File: config.mk
export PLATFORM = sky130hd
export DESIGN_NAME = switcher_fault_sequencer
export DESIGN_NICKNAME = d
export VERILOG_FILES = /design/src/core/sequencer_pkg.sv /design/src/core/jitter_sawtooth.sv /design/src/core/switcher_fault_sequencer.sv /design/src/core/tick_divider.sv
export SDC_FILE = /design/constraint.sdc
export NUM_CORES = 1
export LEC_CHECK = 0
export BUFFER_PORTS_ARGS = -buffer_cell sky130_fd_sc_hd__buf_2
export CAP_MARGIN = 20
export CORE_MARGIN = 5
export CORE_UTILIZATION = 45
export CTS_BUF_LIST = sky130_fd_sc_hd__clkbuf_8
export DETAILED_ROUTE_END_ITERATION = 8
export HOLD_SLACK_MARGIN = 0.08
export MAX_ROUTING_LAYER = met4
export SYNTH_ARGS = -nofsm -noshare
export SYNTH_HDL_FRONTEND = slang
export SYNTH_SLANG_ARGS = --single-unit
File: constraint.sdc
create_clock -name clk -period 21.4 [get_ports clk]
set_clock_uncertainty 0.15 [all_clocks]
set_input_delay 1.07 -clock clk [delete_from_list [all_inputs] [get_ports clk]]
set_output_delay 1.07 -clock clk [all_outputs]
set_load 0.01 [all_outputs]
File: src/core/sequencer_pkg.sv
/*
 File: constants and carrier types for the switcher fault sequencer.
 Assumes a single 200 MHz clock and comparator inputs synchronous to it.
*/
package sequencer_pkg;

	// ==========================================================
	// Time base
	// ==========================================================
	localparam int unsigned CLK_HZ          = 200_000_000;
	localparam int unsigned TICK_US         = 10;            // Common time base tick in us.
	localparam int unsigned TICK_CYCLES     = CLK_HZ / 1_000_000 * TICK_US;
	localparam int unsigned TICK_WIDTH      = 11;

	// ==========================================================
	// Durations (ms) and their counts in ticks
	// ==========================================================
	localparam int unsigned SOFT_START_MS   = 1;
	localparam int unsigned FAULT_TIMER_MS  = 53;
	localparam int unsigned RECOVERY_MS     = 420;
	localparam int unsigned SOFT_START_TICKS = SOFT_START_MS * 1000 / TICK_US;
	localparam int unsigned FAULT_TICKS     = FAULT_TIMER_MS * 1000 / TICK_US;
	localparam int unsigned RECOVERY_TICKS  = RECOVERY_MS * 1000 / TICK_US;
	localparam int unsigned TIMER_WIDTH     = 16;

	// ==========================================================
	// Peak current limit and jitter
	// ==========================================================
	localparam int unsigned ILIM_WIDTH      = 8;
	localparam logic [7:0]  ILIM_MAX        = 8'hff;
	localparam int unsigned JITTER_HZ       = 300;
	localparam int unsigned JITTER_PCT      = 6;
	localparam int unsigned JITTER_WIDTH    = 8;           // Signed code, +-127 is +-6 percent.
	localparam int unsigned JITTER_STEPS    = 2 * 127;     // One sweep of the triangle, up or down; a full period is twice this.
	localparam int unsigned JITTER_STEP_CYCLES = CLK_HZ / (JITTER_HZ * JITTER_STEPS);

	// ==========================================================
	// Types
	// ==========================================================
	typedef enum logic [2:0] {
		ST_WAIT_SUPPLY = 3'b000,
		ST_LINE_CHECK  = 3'b001,
		ST_RUN         = 3'b010,
		ST_FAULT_OFF   = 3'b011,
		ST_OVP_OFF     = 3'b100
	} seq_state_t;

	typedef struct packed {
		logic supply_good;     // Supply has reached its start level.
		logic feedback_fault;  // Feedback below feedback_fault_threshold.
		logic clamp_over;      // Supply clamp current above trip.
		logic line_ok;         // Drain above line_enable_level.
		logic undervoltage_lockout;            // undervoltage_lockout active.
		logic thermal;         // thermal_shutdown active.
	} comp_in_t;

	typedef struct packed {
		logic                  drive_en;
		logic [ILIM_WIDTH-1:0] peak_current_limit;
		logic signed [JITTER_WIDTH-1:0] jitter_code;
	} drive_out_t;

endpackage

File: src/core/jitter_sawtooth.sv
/*
 File: triangular jitter code generator sweeping the clock up and down.
 Assumes a step enable at JITTER_STEPS times the sweep rate; no disable exists.
*/
`timescale 1ns/1ps

module jitter_sawtooth
	import sequencer_pkg::*;
#(
	parameter int unsigned WIDTH = JITTER_WIDTH
) (
	input  wire logic                    clk,
	input  wire logic                    nrst,
	input  wire logic                    step,
	output logic signed [WIDTH-1:0]      code
);

	localparam logic signed [WIDTH-1:0] PEAK = WIDTH'((1 << (WIDTH - 1)) - 1);
	// A one-bit signed literal reads as minus one, so the step is kept at full width.
	localparam logic signed [WIDTH-1:0] ONE  = WIDTH'(1);

	logic                    rising;
	logic                    next_rising;
	logic signed [WIDTH-1:0] next_code;

	// =====================================================
	// Sweep
	// =====================================================
	// The sweep has no disable input, only the step enable, so it keeps running in every mode.
	always_comb begin
		next_code   = code;
		next_rising = rising;
		if (step) begin
			if (rising) begin
				next_code = code + ONE;
				if (code + ONE == PEAK) next_rising = 1'b0;
			end else begin
				next_code = code - ONE;
				if (code - ONE == -PEAK) next_rising = 1'b1;
			end
		end
	end

	always_ff @(posedge clk or negedge nrst) begin
		if (!nrst) begin
			code   <= '0;
			rising <= 1'b1;
		end else begin
			code   <= next_code;
			rising <= next_rising;
		end
	end

endmodule

File: src/core/switcher_fault_sequencer.sv
/*
 File: protection and timing sequencer of an offline switching regulator.
 Assumes comparator outputs synchronous to clk and power-on reset on nrst.
*/
`timescale 1ns/1ps

// How it works
// - Drive pulses enable as soon as supply good is seen.
// - Soft-start ramps peak current limit from low to maximum over 1 ms.
// - Feedback fault comparator sets the current-limit error flag, any time.
// - The error flag starts a 53 ms fault timer.
// - Flag still set at timer end stops drive for 420 ms recovery.
// - After recovery a restart runs 53 ms before stopping if fault persists.
// - Persisting fault gives a burst with about 11 percent duty.
// - Fault clearing during restart returns to continuous switching at once.
// - Excess clamp current is an overvoltage event that stops the drivers.
// - Overvoltage keeps pulses off for the recovery interval, then restarts.
// - Overvoltage present again repeats the stop and recovery cycle forever.
// - Switching frequency is modulated by plus and minus six percent.
// - Jitter is an internal triangle sweep repeating at about 150 Hz.
// - Jitter cannot be disabled externally; it is always active.
// - On recovery from faults, drive is inhibited while line is below enable.
module switcher_fault_sequencer
	import sequencer_pkg::*;
#(
	parameter int unsigned FAULT_COUNT    = FAULT_TICKS,
	parameter int unsigned RECOVERY_COUNT = RECOVERY_TICKS,
	parameter int unsigned RAMP_COUNT     = SOFT_START_TICKS
) (
	input  wire logic       clk,
	input  wire logic       nrst,
	input  wire comp_in_t   comp,
	output drive_out_t      drive,
	output logic            error_flag,
	output logic            ovp_active,
	output logic            fault_active
);

	// =====================================================
	// Time base and jitter
	// =====================================================
	logic tick;
	logic jitter_step;
	logic signed [JITTER_WIDTH-1:0] jitter_code;

	// Every duration counts the same tick, so only constants set the timing.
	tick_divider #(
		.DIVIDE (TICK_CYCLES),
		.WIDTH  (TICK_WIDTH)
	) u_tick (
		.clk  (clk),
		.nrst (nrst),
		.tick (tick)
	);

	tick_divider #(
		.DIVIDE (JITTER_STEP_CYCLES),
		.WIDTH  (12)
	) u_jitter_step (
		.clk  (clk),
		.nrst (nrst),
		.tick (jitter_step)
	);

	// The sweep is fed by nothing but the clock, so no mode can stop it.
	jitter_sawtooth #(
		.WIDTH (JITTER_WIDTH)
	) u_jitter (
		.clk  (clk),
		.nrst (nrst),
		.step (jitter_step),
		.code (jitter_code)
	);

	// =====================================================
	// Sequencer state
	// =====================================================
	seq_state_t             state;
	seq_state_t             next_state;
	logic [TIMER_WIDTH-1:0] timer;
	logic [TIMER_WIDTH-1:0] next_timer;
	logic [TIMER_WIDTH-1:0] fault_count;
	logic [TIMER_WIDTH-1:0] next_fault_count;
	logic [TIMER_WIDTH-1:0] ramp;
	logic [TIMER_WIDTH-1:0] next_ramp;
	logic                   next_error_flag;
	logic                   recovering;
	logic                   next_recovering;
	logic                   next_drive_en;
	logic [ILIM_WIDTH-1:0]  next_ilim;
	logic                   lockout;

	assign lockout = !comp.supply_good || comp.undervoltage_lockout || comp.thermal;

	// Sequencing of start, fault timing, recovery and overvoltage.
	// Overvoltage takes priority over the overload timer because it
	// signals a broken loop that keeps pumping energy into the supply.
	always_comb begin
		next_state       = state;
		next_timer       = timer;
		next_fault_count = fault_count;
		next_ramp        = ramp;
		next_recovering  = recovering;
		next_error_flag  = comp.feedback_fault;
		case (state)
			ST_WAIT_SUPPLY: begin
				next_ramp        = '0;
				next_fault_count = '0;
				if (!lockout) begin
					next_state = recovering ? ST_LINE_CHECK : ST_RUN;
				end
			end
			ST_LINE_CHECK: begin
				next_ramp = '0;
				if (lockout) begin
					next_state = ST_WAIT_SUPPLY;
				end else if (comp.line_ok) begin
					next_state       = ST_RUN;
					next_recovering  = 1'b0;
					next_fault_count = '0;
				end
			end
			ST_RUN: begin
				if (tick && ramp < TIMER_WIDTH'(RAMP_COUNT)) begin
					next_ramp = ramp + 1'b1;
				end
				if (!comp.feedback_fault) begin
					next_fault_count = '0;
				end else if (tick) begin
					next_fault_count = fault_count + 1'b1;
				end
				if (lockout) begin
					next_state      = ST_WAIT_SUPPLY;
					next_recovering = 1'b1;
				end else if (comp.clamp_over) begin
					next_state = ST_OVP_OFF;
					next_timer = '0;
				end else if (comp.feedback_fault && tick
						&& fault_count >= TIMER_WIDTH'(FAULT_COUNT - 1)) begin
					next_state = ST_FAULT_OFF;
					next_timer = '0;
				end
			end
			ST_FAULT_OFF, ST_OVP_OFF: begin
				next_ramp        = '0;
				next_fault_count = '0;
				next_recovering  = 1'b1;
				if (tick) begin
					next_timer = timer + 1'b1;
				end
				if (tick && timer >= TIMER_WIDTH'(RECOVERY_COUNT - 1)) begin
					next_state = ST_WAIT_SUPPLY;
				end
			end
			default: begin
				next_state = ST_WAIT_SUPPLY;
			end
		endcase
	end

	// Output decode: drive only in run, limit follows the ramp.
	always_comb begin
		next_drive_en = (next_state == ST_RUN);
		if (next_state != ST_RUN) begin
			next_ilim = '0;
		end else if (next_ramp >= TIMER_WIDTH'(RAMP_COUNT)) begin
			next_ilim = ILIM_MAX;
		end else begin
			next_ilim = ILIM_WIDTH'((32'(next_ramp) * 32'(ILIM_MAX)) / RAMP_COUNT);
		end
	end

	always_ff @(posedge clk or negedge nrst) begin
		if (!nrst) begin
			state       <= ST_WAIT_SUPPLY;
			timer       <= '0;
			fault_count <= '0;
			ramp        <= '0;
			recovering  <= 1'b0;
			error_flag  <= 1'b0;
			drive       <= '0;
			ovp_active  <= 1'b0;
			fault_active <= 1'b0;
		end else begin
			state       <= next_state;
			timer       <= next_timer;
			fault_count <= next_fault_count;
			ramp        <= next_ramp;
			recovering  <= next_recovering;
			error_flag  <= next_error_flag;
			drive.drive_en           <= next_drive_en;
			drive.peak_current_limit <= next_ilim;
			drive.jitter_code        <= jitter_code;
			ovp_active   <= (next_state == ST_OVP_OFF);
			fault_active <= (next_state == ST_FAULT_OFF);
		end
	end

endmodule

File: src/core/tick_divider.sv
/*
 File: divider producing a one-cycle enable pulse every DIVIDE clocks.
 Assumes one clock; each instance gives one slower rate, the tick or the jitter step.
*/
`timescale 1ns/1ps

module tick_divider #(
	parameter int unsigned DIVIDE = 2000,
	parameter int unsigned WIDTH  = 11
) (
	input  wire logic clk,
	input  wire logic nrst,
	output logic      tick
);

	logic [WIDTH-1:0] count;
	logic [WIDTH-1:0] next_count;
	logic             next_tick;

	// =====================================================
	// Counter
	// =====================================================
	// Free running, so the time base never stops with the drivers.
	always_comb begin
		if (count == WIDTH'(DIVIDE - 1)) begin
			next_count = '0;
			next_tick  = 1'b1;
		end else begin
			next_count = count + 1'b1;
			next_tick  = 1'b0;
		end
	end

	always_ff @(posedge clk or negedge nrst) begin
		if (!nrst) begin
			count <= '0;
			tick  <= 1'b0;
		end else begin
			count <= next_count;
			tick  <= next_tick;
		end
	end

endmodule

---- Word level (Yosys, flattened, before mapping) ----
Cells that the tools add are included.
word-level totals
  register bits ........................... 106
  bits of input ports ..................... 8
  output and inout port bits .............. 20
  word-level logic and storage cells ...... 101
operators by class
  add/sub/neg operators ................... 7
  multipliers ............................. 1
  div/mod/pow operators ................... 1
  $lt $le $gt $ge ......................... 4
  equality and inequality tests ........... 19
  mux-type cells .......................... 35
  reduce and logical (&&, ||, !) cells .... 17
operators by type and width
  cell                                                                                    count
  16-bit 2-to-1 mux                                                                       9
  16-bit one-hot mux with 2 select lines                                                  2
  16-bit by 1-bit adder with 16-bit output (second input constant)                        3
  16-bit one-hot mux with 3 select lines                                                  1
  24-bit by 7-bit divider with 32-bit output (second input constant)                      1
  16-bit by 8-bit multiplier with 24-bit output (second input constant)                   1
  8-bit 2-to-1 mux                                                                        3
  3-bit 2-to-1 mux                                                                        7
  8-bit equality test (second input constant)                                             2
  16-bit by 13-bit greater-or-equal comparator with 1-bit output (second input constant)  1
  16-bit greater-or-equal comparator (second input constant)                              1
  16-bit by 7-bit greater-or-equal comparator with 1-bit output (second input constant)   1
  16-bit by 7-bit < comparator with 1-bit output (second input constant)                  1
  12-bit by 1-bit adder with 12-bit output (second input constant)                        1
  12-bit equality test (second input constant)                                            1
  3-bit by 2-bit equality test with 1-bit output (second input constant)                  4
  12-bit 2-to-1 mux                                                                       1
  3-bit one-hot mux with 4 select lines                                                   1
  4-bit AND reduction                                                                     3
  11-bit by 1-bit adder with 11-bit output (second input constant)                        1
  11-bit equality test (second input constant)                                            1
  11-bit 2-to-1 mux                                                                       1
  8-bit by 2-bit adder with 8-bit output (second input constant)                          1
  1-bit 2-to-1 mux                                                                        8
  18 further kinds                                                                        28

---- Logic depth before layout (Yosys ltp) ----
Gate-level depths: netlist of run 1.
  word-level depth ........................ 8
  depth in mapped cells ................... 68
  gate-level depth less buffers ........... 60

---- Modules after synthesis ----
From an unflattened synthesis of run 1, not the netlist that was laid out.
unflattened totals
  cells, all modules ...................... 1,553
  area, all modules ....................... 12,902.4 sq um
by module, submodules not included
  module                         times used  cells each  area each (sq um)  sequential area each (sq um)
  switcher_fault_sequencer       1           1,379       11,049.3           1,801.7
  jitter_sawtooth                1           71          678.2              226.5
  tick_divider at u_jitter_step  1           52          596.8              325.3
  tick_divider at u_tick         1           51          578.1              300.3

---- Least setup slack after synthesis of run 1 ----
No wires, ideal clock.
  path type ............................... flip-flop to flip-flop
  from .................................... register ramp[13]
  to ...................................... register drive[8] in the netlist's numbering
  library setup time ...................... 0.082 ns
  data arrival time ....................... 15.234 ns
  data required time ...................... 21.168 ns
  slack ................................... 5.934 ns
  cell stages (with the launch flop) ...... 60
  buffers on the path ..................... 6
  clock period less this slack ............ 15.466 ns
  cells stage by stage .................... dfrtp_1 or4_1 nor3_1 and2_1 and3_1 nand2_1 o21ai_0 fa_1 fa_1 fa_1 inv_1 fa_1 inv_1 ha_1 and3_1 a221o_1 buf_4 a2111o_1 (+24 left out) o21ai_4 mux2i_1 o21a_1 buf_2 a221o_2 mux2i_1 or3_1 clkbuf_1 or2_1 o2bb2ai_2 o31a_1 o31ai_4 o31a_1 buf_4 xnor2_1 a21o_1 a31o_1 a31oi_1
between the ends
  word-level cells in the longest chain between the ends .. 8
  elaborated cells on any way between the ends .. 10
  those cells by class .................... 1 x add/sub; 1 x mul; 1 x div; 2 x order compare; 4 x mux; 1 x reduce/logical
ends and longest elaborated chain
  item                                                line                             text
  from (decl)                                         switcher_fault_sequencer.sv:84   logic [TIMER_WIDTH-1:0] ramp;
  from (signal assigned)                              switcher_fault_sequencer.sv:188  ramp <= next_ramp;
  16-bit by 7-bit < comparator with 1-bit output (*)  switcher_fault_sequencer.sv:124  if (tick && ramp < TIMER_WIDTH'(RAMP_COUNT)) begin
  1-bit logical AND (*)                               switcher_fault_sequencer.sv:124
  16-bit 2-to-1 mux (*)                               switcher_fault_sequencer.sv:124
  16-bit one-hot mux with 2 select lines (*)          switcher_fault_sequencer.sv:105  case (state)
  net next_ramp[4]                                    switcher_fault_sequencer.sv:85   logic [TIMER_WIDTH-1:0] next_ramp;
  16-bit by 8-bit multiplier with 24-bit output       switcher_fault_sequencer.sv:169  next_ilim = ILIM_WIDTH'((32'(next_ramp) * 32'(ILIM_MAX)) / RAMP_COUNT);
  24-bit by 7-bit divider with 32-bit output          switcher_fault_sequencer.sv:169
  8-bit 2-to-1 mux (*)                                switcher_fault_sequencer.sv:166  end else if (next_ramp >= TIMER_WIDTH'(RAMP_COUNT)) begin
  8-bit 2-to-1 mux (*)                                switcher_fault_sequencer.sv:164  if (next_state != ST_RUN) begin
  net next_ilim[0]                                    switcher_fault_sequencer.sv:90   logic [ILIM_WIDTH-1:0] next_ilim;
  to (decl)                                           switcher_fault_sequencer.sv:33   output drive_out_t drive,
The timed path passes the listed nets; every way through them passes the cells marked *.
A chain may end at the register's enable or synchronous reset.

---- Worst setup path in the final report of run 1 ----
Same ends and word-level chain as after synthesis.

==> impl_metrics.toml, run 1 <==
[logic_synthesis]
synth_largest_area_cell = "dfrtp_1"
netlist_top_cells_count = "135 x nor2_1, 127 x nand2_1, 118 x inv_1"
muxShareOfSynthArea_pct = 2.34
syn_nets = 1569
ys.flop_type = "dfrtp_1"
yosys.area_share.simple_pct = 19.7
synth-seq-cells = 106
synth_edf_count = 0
synthDistinctLibCells = 117
synth_fa_ha_area_share_pct = 18.0
seq_area_frac_synth_pct = 21.7
synth_area_leaders = "dfrtp_1 22%, fa_1 11%, ha_1 6.6%"
synth_top_family_by_area = "compound AO/OA/AOI/OAI gates"
avgSynthCellArea_um2 = 8.54
synth_warnings = 0
yosysMostFrequentCell = "nor2_1"
synth_top_cell_area_share_pct = 21.5
async_flop_share_pct = 100
synth_compound_area_share_pct = 23.8
netlist_area_um2 = 12200
postSynthCellCount = 1430
synthXorXnorAreaFrac_pct = 8.56

[cts]
clock-sinks = 106
cts_tree = "done"
clkLatencyLatePin_ns = 0.36
cts_max_level = 3
clk_path_buf_depth = 2
cts.repair.resized = 0
numCtsBuffers = 9
cts_hold_buffers = 0
clk_root_buffer_cell = "clkbuf_8"
clk_pin_slew_ns = 0.10
post_cts_buffers = 0

[cells_and_area]
drive_gt1_share_pct = 9.45
multi_input_area_um2 = 8830
area_growth_syn_to_layout_pct = 4.56
seqCellArea_um2 = 2650
fin_cells = 1780
antenna_cells = 0
final_area_um2 = 12800
final_nets = 1573
fill_cells = 2580

[placed_design]
dp_slack_ns = 3.69
gp_congestion = 0.892
placed_cells = 1760
place_area_um2 = 12600
dp_hpwl_um = 21400
io_buffers = 27

[timing]
slew_headroom_pct = 30.5
post-route-period-util_pct = 82.7
max_freq_mhz = 56.5
worst_pin_slew_ns = 1.04
rsz0062_at_grt = "no"
setup_violations = 0
final_hold_viol_count = 0
setup_ws_ns = 3.70
fin_crit_ns = 17.70
drv_slew = 0
tns_ns = 0

[critical_path]
slowest_delay_ns = 0.73
critPathMaxFanout = 16
worstSetupStartpointType = "flip-flop"
end_kind = "flip-flop"
cp.required_ns = 21.49
r2r_slack_ns = 3.70
critPathKind = "flip-flop to flip-flop"
slowest_stage = "o21ai_0"
arrival_ns = 17.79
crit_top_cell = "inv_1"

[global_route]
grt_max_degree = 77
grt_use_total_pct = 18.5
grt_first_pass_wirelength_um = 48000
grt_pass1_vias = 9912
overflow = 0
antenna_found_initial = 0

[floorplan]
initial_core_util_pct = 45.5
chipWidth_um = 175
die_area_um2 = 30500
die_h_um = 175
ios = 28
rows = 60
core_area_um2 = 26800

[route]
drt-total-wl_um = 27200
postRouteAntennaNets = 0
wl_per_cell_um = 15.3
drcViolationCount = 0
vias = 10200
viasPerCell = 5.75
dr.pass1.iters = 5
drt_iter0_markers = 507

[power_and_ir_drop]
ir_drop_mv = 0.0265
leakage_uw = 0.00581
p_per_area_nw_per_um2 = 25.0

[outcome]
outcome = "finished, final reports clean"

[hold_path]
hold_class = "flip-flop to flip-flop"

[run]
cap_violations = 0
## path summary, 6_finish.rpt
| check | startpoint | cells after the start | endpoint |
|---|---|---|---|
| max | ramp[13]$_DFF_PN0_ | 56 | drive[8]$_DFF_PN0_ |
| min | u_jitter_step.count[0]$_DFF_PN0_ | 1 | u_jitter_step.count[0]$_DFF_PN0_ |
| max reg2reg | ramp[13]$_DFF_PN0_ | 56 | drive[8]$_DFF_PN0_ |
| min reg2reg | u_jitter_step.count[0]$_DFF_PN0_ | 1 | u_jitter_step.count[0]$_DFF_PN0_ |
| max in group asynchronous | nrst | 2 | recovering$_DFFE_PN0P_ |
| min in group asynchronous | nrst | 1 | timer[9]$_DFFE_PN0P_ |
## report_power, final
group | internal [uW] | total, uW | switching, uW
clock network | 43.6 | 113 | 69.3
registers | 200 | 201 | 0.199
logic | 1.20 | 6.10 | 4.90
## layout make-up
type / instances / share of cell area [%]
clock buffer: 9 / 0.971
clock inverter: 7 / 0.422
inverter: 118 / 3.47
multi-input combinational: 1159 / 69.2
sequential: 106 / 20.8
tap: 341 / 3.34
timing repair buffer: 40 / 1.82
## layer usage
layer	vias to the layer above	GRT usage, %	routed length [um]
met5	-	-	0
met4	0	3.08	229
met3	17	1.19	929
met2	241	30.1	12900
met1	4849	26.1	13100
li1	5136	-	-
## sequential cells by signal, indices dropped and copies added (netlist names), 3 cells and up
signal,count
u_jitter_step.count,12
fault_count,16
timer,16
state,3
u_jitter.code,8
drive,17
ramp,16
u_tick.count,11
## stage by stage
step                      utilization (%)  hold WS, ns  total power, uW
after global placement               46.9        0.292              211
final                                47.6        0.316              320
after global routing                 47.6        0.358              335
after floorplan                         -        0.202              206
after CTS                            47.5        0.319              325
after detailed placement             46.9        0.302              211
## worst max-delay path, delay by kind of cell, from the launching register on
kind,cells,cell delay [ns]
AOI/OAI and AO/OA,28,8.84
and+or+nand+nor,15,3.90
adders and majority gates,5,2.63
xor gates and xnor gates,1,0.65
buffers and inverters,5,0.54
muxes,2,0.48
DFF,1,0.38
## cell usage in the layout (no fill, tap or decap), drive strengths merged, types with 21 or more instances in the layout
cell    instances
ha             64
buf            39
a21oi          72
o211ai         30
nor3           43
nand3          57
mux2i          21
o21ai          78
xor2           51
fa             67
a31oi          21
xnor2          64
nand2         128
inv           122
dfrtp         105
nor2          136
## cell families (layout without fill, tap and decap cells)
group,after synthesis,after routing
adders and majority gates,136,136
xor gates and xnor gates,115,115
and+or+nand+nor,492,492
DFF,106,106
buffers and inverters,165,174
AOI/OAI and AO/OA,389,389
muxes,27,27
No activity file was read; power rests on OpenSTA's default activity.
==> run 2, diff against run 1 <==
==> constraint.sdc (replaced) <==
create_clock -name clk -period 16 [get_ports clk]
set_clock_uncertainty 0.15 [all_clocks]
set_input_delay 0.8 -clock clk [delete_from_list [all_inputs] [get_ports clk]]
set_output_delay 0.8 -clock clk [all_outputs]
set_load 0.01 [all_outputs]
==> run 2 against run 1 <==
  * Sequential cell count unchanged
  * Critical path depth increased by 5
  * Worst hold slack got worse by 0.10 ns
  * Power increased by 35%
  * Worst setup slack got worse by 3.2 ns
  * Sequential share of layout area decreased by 2.1 points
  * Final area increased by 11%
  * Die area unchanged
==> impl_metrics.toml, run 2 (synthesis results as in run 1) <==
[critical_path]
critPathMaxFanout = 11
slowest_stage = "or4_4"
worst_r2r_startpoint = "ramp[13]$_DFF_PN0_"
critPathKind = "flip-flop to flip-flop"
cp-startpoint = "ramp[13]$_DFF_PN0_"
arrival_ns = 15.62
end_kind = "flip-flop"
r2r-end = "drive[8]$_DFF_PN0_"
crit_end = "drive[8]$_DFF_PN0_"
slowest_delay_ns = 0.56
crit_family = "compound AO/OA/AOI/OAI gates"
cp.depth = 61
cp.required_ns = 16.16
cp_num_buf_inv = 12
r2r_cells = 61
r2r_slack_ns = 0.54
worstSetupStartpointType = "flip-flop"
crit_top_cell = "buf_4"

[timing]
worst_pin_slew_ns = 1.34
tns_ns = 0
max_freq_mhz = 64.7
setup_ws_ns = 0.538
slew_headroom_pct = 10.5
timing.hold.ws_ns = 0.214
fin_crit_ns = 15.46
final_hold_viol_count = 0
post-route-period-util_pct = 96.6
setup_violations = 0
drv_slew = 0

[route]
viasPerCell = 5.85
postRouteAntennaNets = 0
drt_iter0_markers = 591
wl_per_cell_um = 15.8
drcViolationCount = 0
dr.pass1.iters = 5
vias = 10900
drt-total-wl_um = 29300

[placed_design]
io_buffers = 27
gp_congestion = 0.910
placed_cells = 1810
dp_hpwl_um = 22200
dp_slack_ns = -0.313

[outcome]
outcome = "finished, final reports clean"

[global_route]
grt_use_total_pct = 19.0
antenna_found_initial = 0
use_met2_pct = 31.7
busiest_layer = "met2"
grt_first_pass_wirelength_um = 49200
grt_max_degree = 71
overflow = 0
met3_usage_pct = 1.54
grt.met1_usage_pct = 25.7
grt_pass1_vias = 10400

[cells_and_area]
drive_gt1_share_pct = 20.6
area_growth_syn_to_layout_pct = 16.1
fill_cells = 2492
fin_cells = 1859
final_nets = 1652
largest_register_ffs = 17
final_common_cell = "nor2_1"
final_cell_mix = "128 x nor2_1, 125 x nand2_1, 119 x inv_1"
antenna_cells = 0
top_register = "drive"

[power_and_ir_drop]
swShare_pct = 24.0
ir_drop_mv = 0.0319
p_per_area_nw_per_um2 = 30.4
pwr-share-seq_pct = 62.2
clkPwrFrac_pct = 35.9
p_sw_uw = 103
leakage_uw = 0.00629
pwr-share-comb_pct = 1.9
p_total_uw = 431
p_int_uw = 328

[cts]
cts_tree = "done"
clock-sinks = 106
clkLatencyLatePin_ns = 0.37
clk_root_buffer_cell = "clkbuf_8"
cts_hold_buffers = 0
numCtsBuffers = 9
clk_pin_slew_ns = 0.12
cts_max_level = 3
clk_path_buf_depth = 2

[floorplan]
die_h_um = 175
chipWidth_um = 175
initial_core_util_pct = 45.5
ios = 28
core_area_um2 = 26800
die_area_um2 = 30500
rows = 60

[hold_path]
hold_class = "input port to async pin"

[run]
cap_violations = 0
[run 2: repair_timing]
item                                    in CTS  in global routing
pin swaps                                    1                 49
endpoints found under the setup margin       2                  4
setup buffers                                1                 31
gates resized for setup                     12                150
[run 2: through the flow]
stage	util, %	area [um2]
6_report	52.9	14200
5_1_grt	52.9	14200
4_1_cts	49.2	13200
3_5_place_dp	48.3	12900
3_3_place_gp	48.3	12900
2_1_floorplan	-	12200
[run 2: worst min-delay path by stage]
stage	end	start	cells after the start	slack [ns]
final	timer[7]$_DFFE_PN0P_	nrst	1	0.21
after floorplan	drive[2]$_DFF_PN0_	u_jitter.code[2]$_DFFE_PN0P_	0	0.20
after CTS	timer[7]$_DFFE_PN0P_	nrst	1	0.22
after detailed placement	u_tick.count[0]$_DFF_PN0_	u_tick.count[0]$_DFF_PN0_	1	0.29
after global placement	drive[7]$_DFF_PN0_	u_jitter.code[7]$_DFFE_PN0P_	0	0.28
after global routing	timer[6]$_DFFE_PN0P_	nrst	1	0.23
[run 2: power by group through the flow]
stage	combinational (uW)	sequential (uW)	clock [uW]
floorplan	1.21	274	0
global placement	8.65	274	0
detailed placement	8.85	274	0
CTS	8.85	268	161
global route	10.1	269	173
finish	8.37	268	155
[run 2: area by class of cell]
cell class | count | area [um2] | share of cell area [%]
well taps | 341 | 427 | 3.01
repair buffers | 119 | 836 | 5.90
clock inverters | 7 | 53.8 | 0.380
clock buffers | 9 | 124 | 0.874
flip-flops and latches | 106 | 2660 | 18.7
inverters | 118 | 443 | 3.13
multi-input cells | 1159 | 9630 | 68.0
[run 2: layer usage]
metal	share of wire (%)	wire, um
met4	1.3	369
met3	3.2	950
met5	0	0
met2	49	14500
met1	46	13500
==> run 3, diff against run 2 <==
--- a/config.mk
+++ b/config.mk
@@ -5,6 +5,7 @@
 export SDC_FILE = /design/constraint.sdc
 export NUM_CORES = 1
 export LEC_CHECK = 0
+export ABC_AREA = 1
 export BUFFER_PORTS_ARGS = -buffer_cell sky130_fd_sc_hd__buf_2
 export CAP_MARGIN = 20
 export CORE_MARGIN = 5
==> run 3 against run 2 <==
  * Power rose by 22%
  * Fmax up 13%
  * Highest routed layer unchanged
  * Combinational power increased to 8.6 times the previous value
  * Critical path type unchanged
  * Critical path depth increased by 31
  * Register-to-register slack improved by 1.8 ns
  * Synthesized cell count increased by 15%
  * Non-clock buffer count is 89 lower
==> impl_metrics.toml, run 3 <==
[cells_and_area]
fin_util_pct = 48.4
final_cell_mix = "338 x nand2_1, 335 x inv_1, 110 x nand3_1"
largest_register_ffs = 17
multi_input_area_um2 = 7750
seqCellArea_um2 = 2650
drive_gt1_share_pct = 15.5
antenna_cells = 0
area_growth_syn_to_layout_pct = 6.27
fill_cells = 2593
final_nets = 1815
final_common_cell = "nand2_1"
top_register = "drive"

[logic_synthesis]
netlist_area_um2 = 11800
yosys.area_share.simple_pct = 35.3
synthXorXnorAreaFrac_pct = 3.57
muxShareOfSynthArea_pct = 0
synth_largest_area_cell = "dfrtp_1"
syn_nets = 1781
ys.flop_type = "dfrtp_1"
yosysMostFrequentCell = "nand2_1"
synth_warnings = 0
postSynthCellCount = 1642
async_flop_share_pct = 100
synth_compound_area_share_pct = 8.69
synth_fa_ha_area_share_pct = 18.2
avgSynthCellArea_um2 = 7.18
synth_top_family_by_area = "simple AND/OR/NAND/NOR gates"
synth_edf_count = 0
synth-seq-cells = 106
synth_top_cell_area_share_pct = 22.3
netlist_top_cells_count = "338 x nand2_1, 334 x inv_1, 110 x nand3_1"
synth_area_leaders = "dfrtp_1 22%, fa_1 11%, nand2_1 11%"
synthDistinctLibCells = 59
seq_area_frac_synth_pct = 22.5

[route]
dr.pass1.iters = 5
drcViolationCount = 0
drt_iter0_markers = 505
wl_per_cell_um = 11.9
drt-total-wl_um = 24000
postRouteAntennaNets = 0
vias = 9982
viasPerCell = 4.95

[critical_path]
slowest_stage = "a21oi_1"
cp.required_ns = 16.09
slowest_delay_ns = 0.67
end_kind = "flip-flop"
worstSetupStartpointType = "flip-flop"
critPathKind = "flip-flop to flip-flop"
critPathMaxFanout = 16
arrival_ns = 13.80

[global_route]
antenna_found_initial = 0
grt_first_pass_wirelength_um = 44000
grt_pass1_vias = 10200
grt_max_degree = 72
grt_use_total_pct = 17.9
overflow = 0

[outcome]
outcome = "finished, final reports clean"

[cts]
clkLatencyLatePin_ns = 0.38
cts_hold_buffers = 0
clk_pin_slew_ns = 0.11
post_cts_buffers = 0
clock-sinks = 106
clk_path_buf_depth = 2
cts.repair.resized = 0
clk_root_buffer_cell = "clkbuf_8"
cts_max_level = 3
cts_tree = "done"
numCtsBuffers = 9

[floorplan]
die_area_um2 = 29500
die_h_um = 172
initial_core_util_pct = 45.5
ios = 28
rows = 59
core_area_um2 = 25900
chipWidth_um = 172

[power_and_ir_drop]
swShare_pct = 29.1
p_int_uw = 374
p_per_area_nw_per_um2 = 42.1
pwr-share-seq_pct = 55.0
p_sw_uw = 154
clkPwrFrac_pct = 31.5
leakage_uw = 0.00700
pwr-share-comb_pct = 13.6
ir_drop_mv = 0.0452

[timing]
tns_ns = 0
max_freq_mhz = 73.0
post-route-period-util_pct = 85.7
rsz0062_at_grt = "no"
setup_violations = 0
drv_slew = 0
final_hold_viol_count = 0
worst_pin_slew_ns = 0.879
fin_crit_ns = 13.71
slew_headroom_pct = 41.4

[placed_design]
dp_hpwl_um = 20200
gp_congestion = 0.858
io_buffers = 27

[run]
cap_violations = 0

[hold_path]
hold_class = "input port to async pin"
## run 3: changes by cell type after synthesis, sizes merged, moves of 24 or more
| cell | delta |
|---|---|
| buf | -24 |
| o211ai | -24 |
| nand2 | +327 |
| nand3 | +70 |
| xnor2 | -56 |
| inv | +236 |
## run 3: worst max-delay path, delay by kind of cell (launching register included)
family | cells | cell delay [ns]
AOI/OAI and AO/OA | 6 | 1.43
adders and majority gates | 5 | 2.60
xor gates and xnor gates | 2 | 0.35
and+or+nand+nor | 69 | 7.21
DFF | 1 | 0.44
buffers and inverters | 10 | 1.29
## run 3: logic make-up after synthesis
logic type,after synthesis
buffers and inverters,366
xor gates and xnor gates,48
DFF,106
adders and majority gates,131
AOI/OAI and AO/OA,173
and+or+nand+nor,818
## run 3: per-stage QoR
stage | cells | worst slack (ns) | instance area, um2 | power, uW | hold slack [ns]
floorplan | 1642 | 3.91 | 11800 | 344 | 0.242
global placement | 2000 | 2.30 | 12300 | 366 | 0.256
detailed placement | 2000 | 2.25 | 12300 | 367 | 0.269
CTS | 2016 | 2.16 | 12500 | 535 | 0.201
global route | 2016 | 0.641 | 12500 | 555 | 0.230
finish | 2016 | 2.29 | 12500 | 528 | 0.204
## run 3: per-layer routing
metal	track usage, %	vias up	share of wire [%]
met1	21.9	4623	46
met4	4.31	0	1.6
met5	-	-	0
met2	31.9	122	50
li1	-	5209	-
met3	1.74	28	2.4
## run 3: area by class of cell
class | instances | share of cell area (%)
Clock buffer | 9 | 0.989
Clock inverter | 7 | 0.559
Inverter | 359 | 10.8
Multi-Input combinational cell | 1170 | 61.8
Sequential cell | 106 | 21.2
Tap cell | 335 | 3.35
Timing Repair Buffer | 30 | 1.28
## run 3: worst paths after layout
kind | from | to | slack [ns] | cells past startpoint
min in group clk | u_jitter.code[7]$_DFFE_PN0P_ | drive[7]$_DFF_PN0_ | 0.28 | 0
min | nrst | fault_count[4]$_DFFE_PN0P_ | 0.20 | 1
max in group asynchronous | nrst | u_jitter_step.count[6]$_DFF_PN0_ | 14.22 | 2
max reg2reg | state[2]$_DFF_PN0_ | drive[8]$_DFF_PN0_ | 2.29 | 92
max | state[2]$_DFF_PN0_ | drive[8]$_DFF_PN0_ | 2.29 | 92
min reg2reg | u_jitter.code[7]$_DFFE_PN0P_ | drive[7]$_DFF_PN0_ | 0.28 | 0
## run 3: power by group through the flow
stage	registers, uW	logic (uW)	clock network (uW)
final	290	71.7	166
after global routing	292	82.9	180
after CTS	290	72.1	173
after detailed placement	295	71.9	0
after global placement	295	71.1	0
after floorplan	293	50.8	0
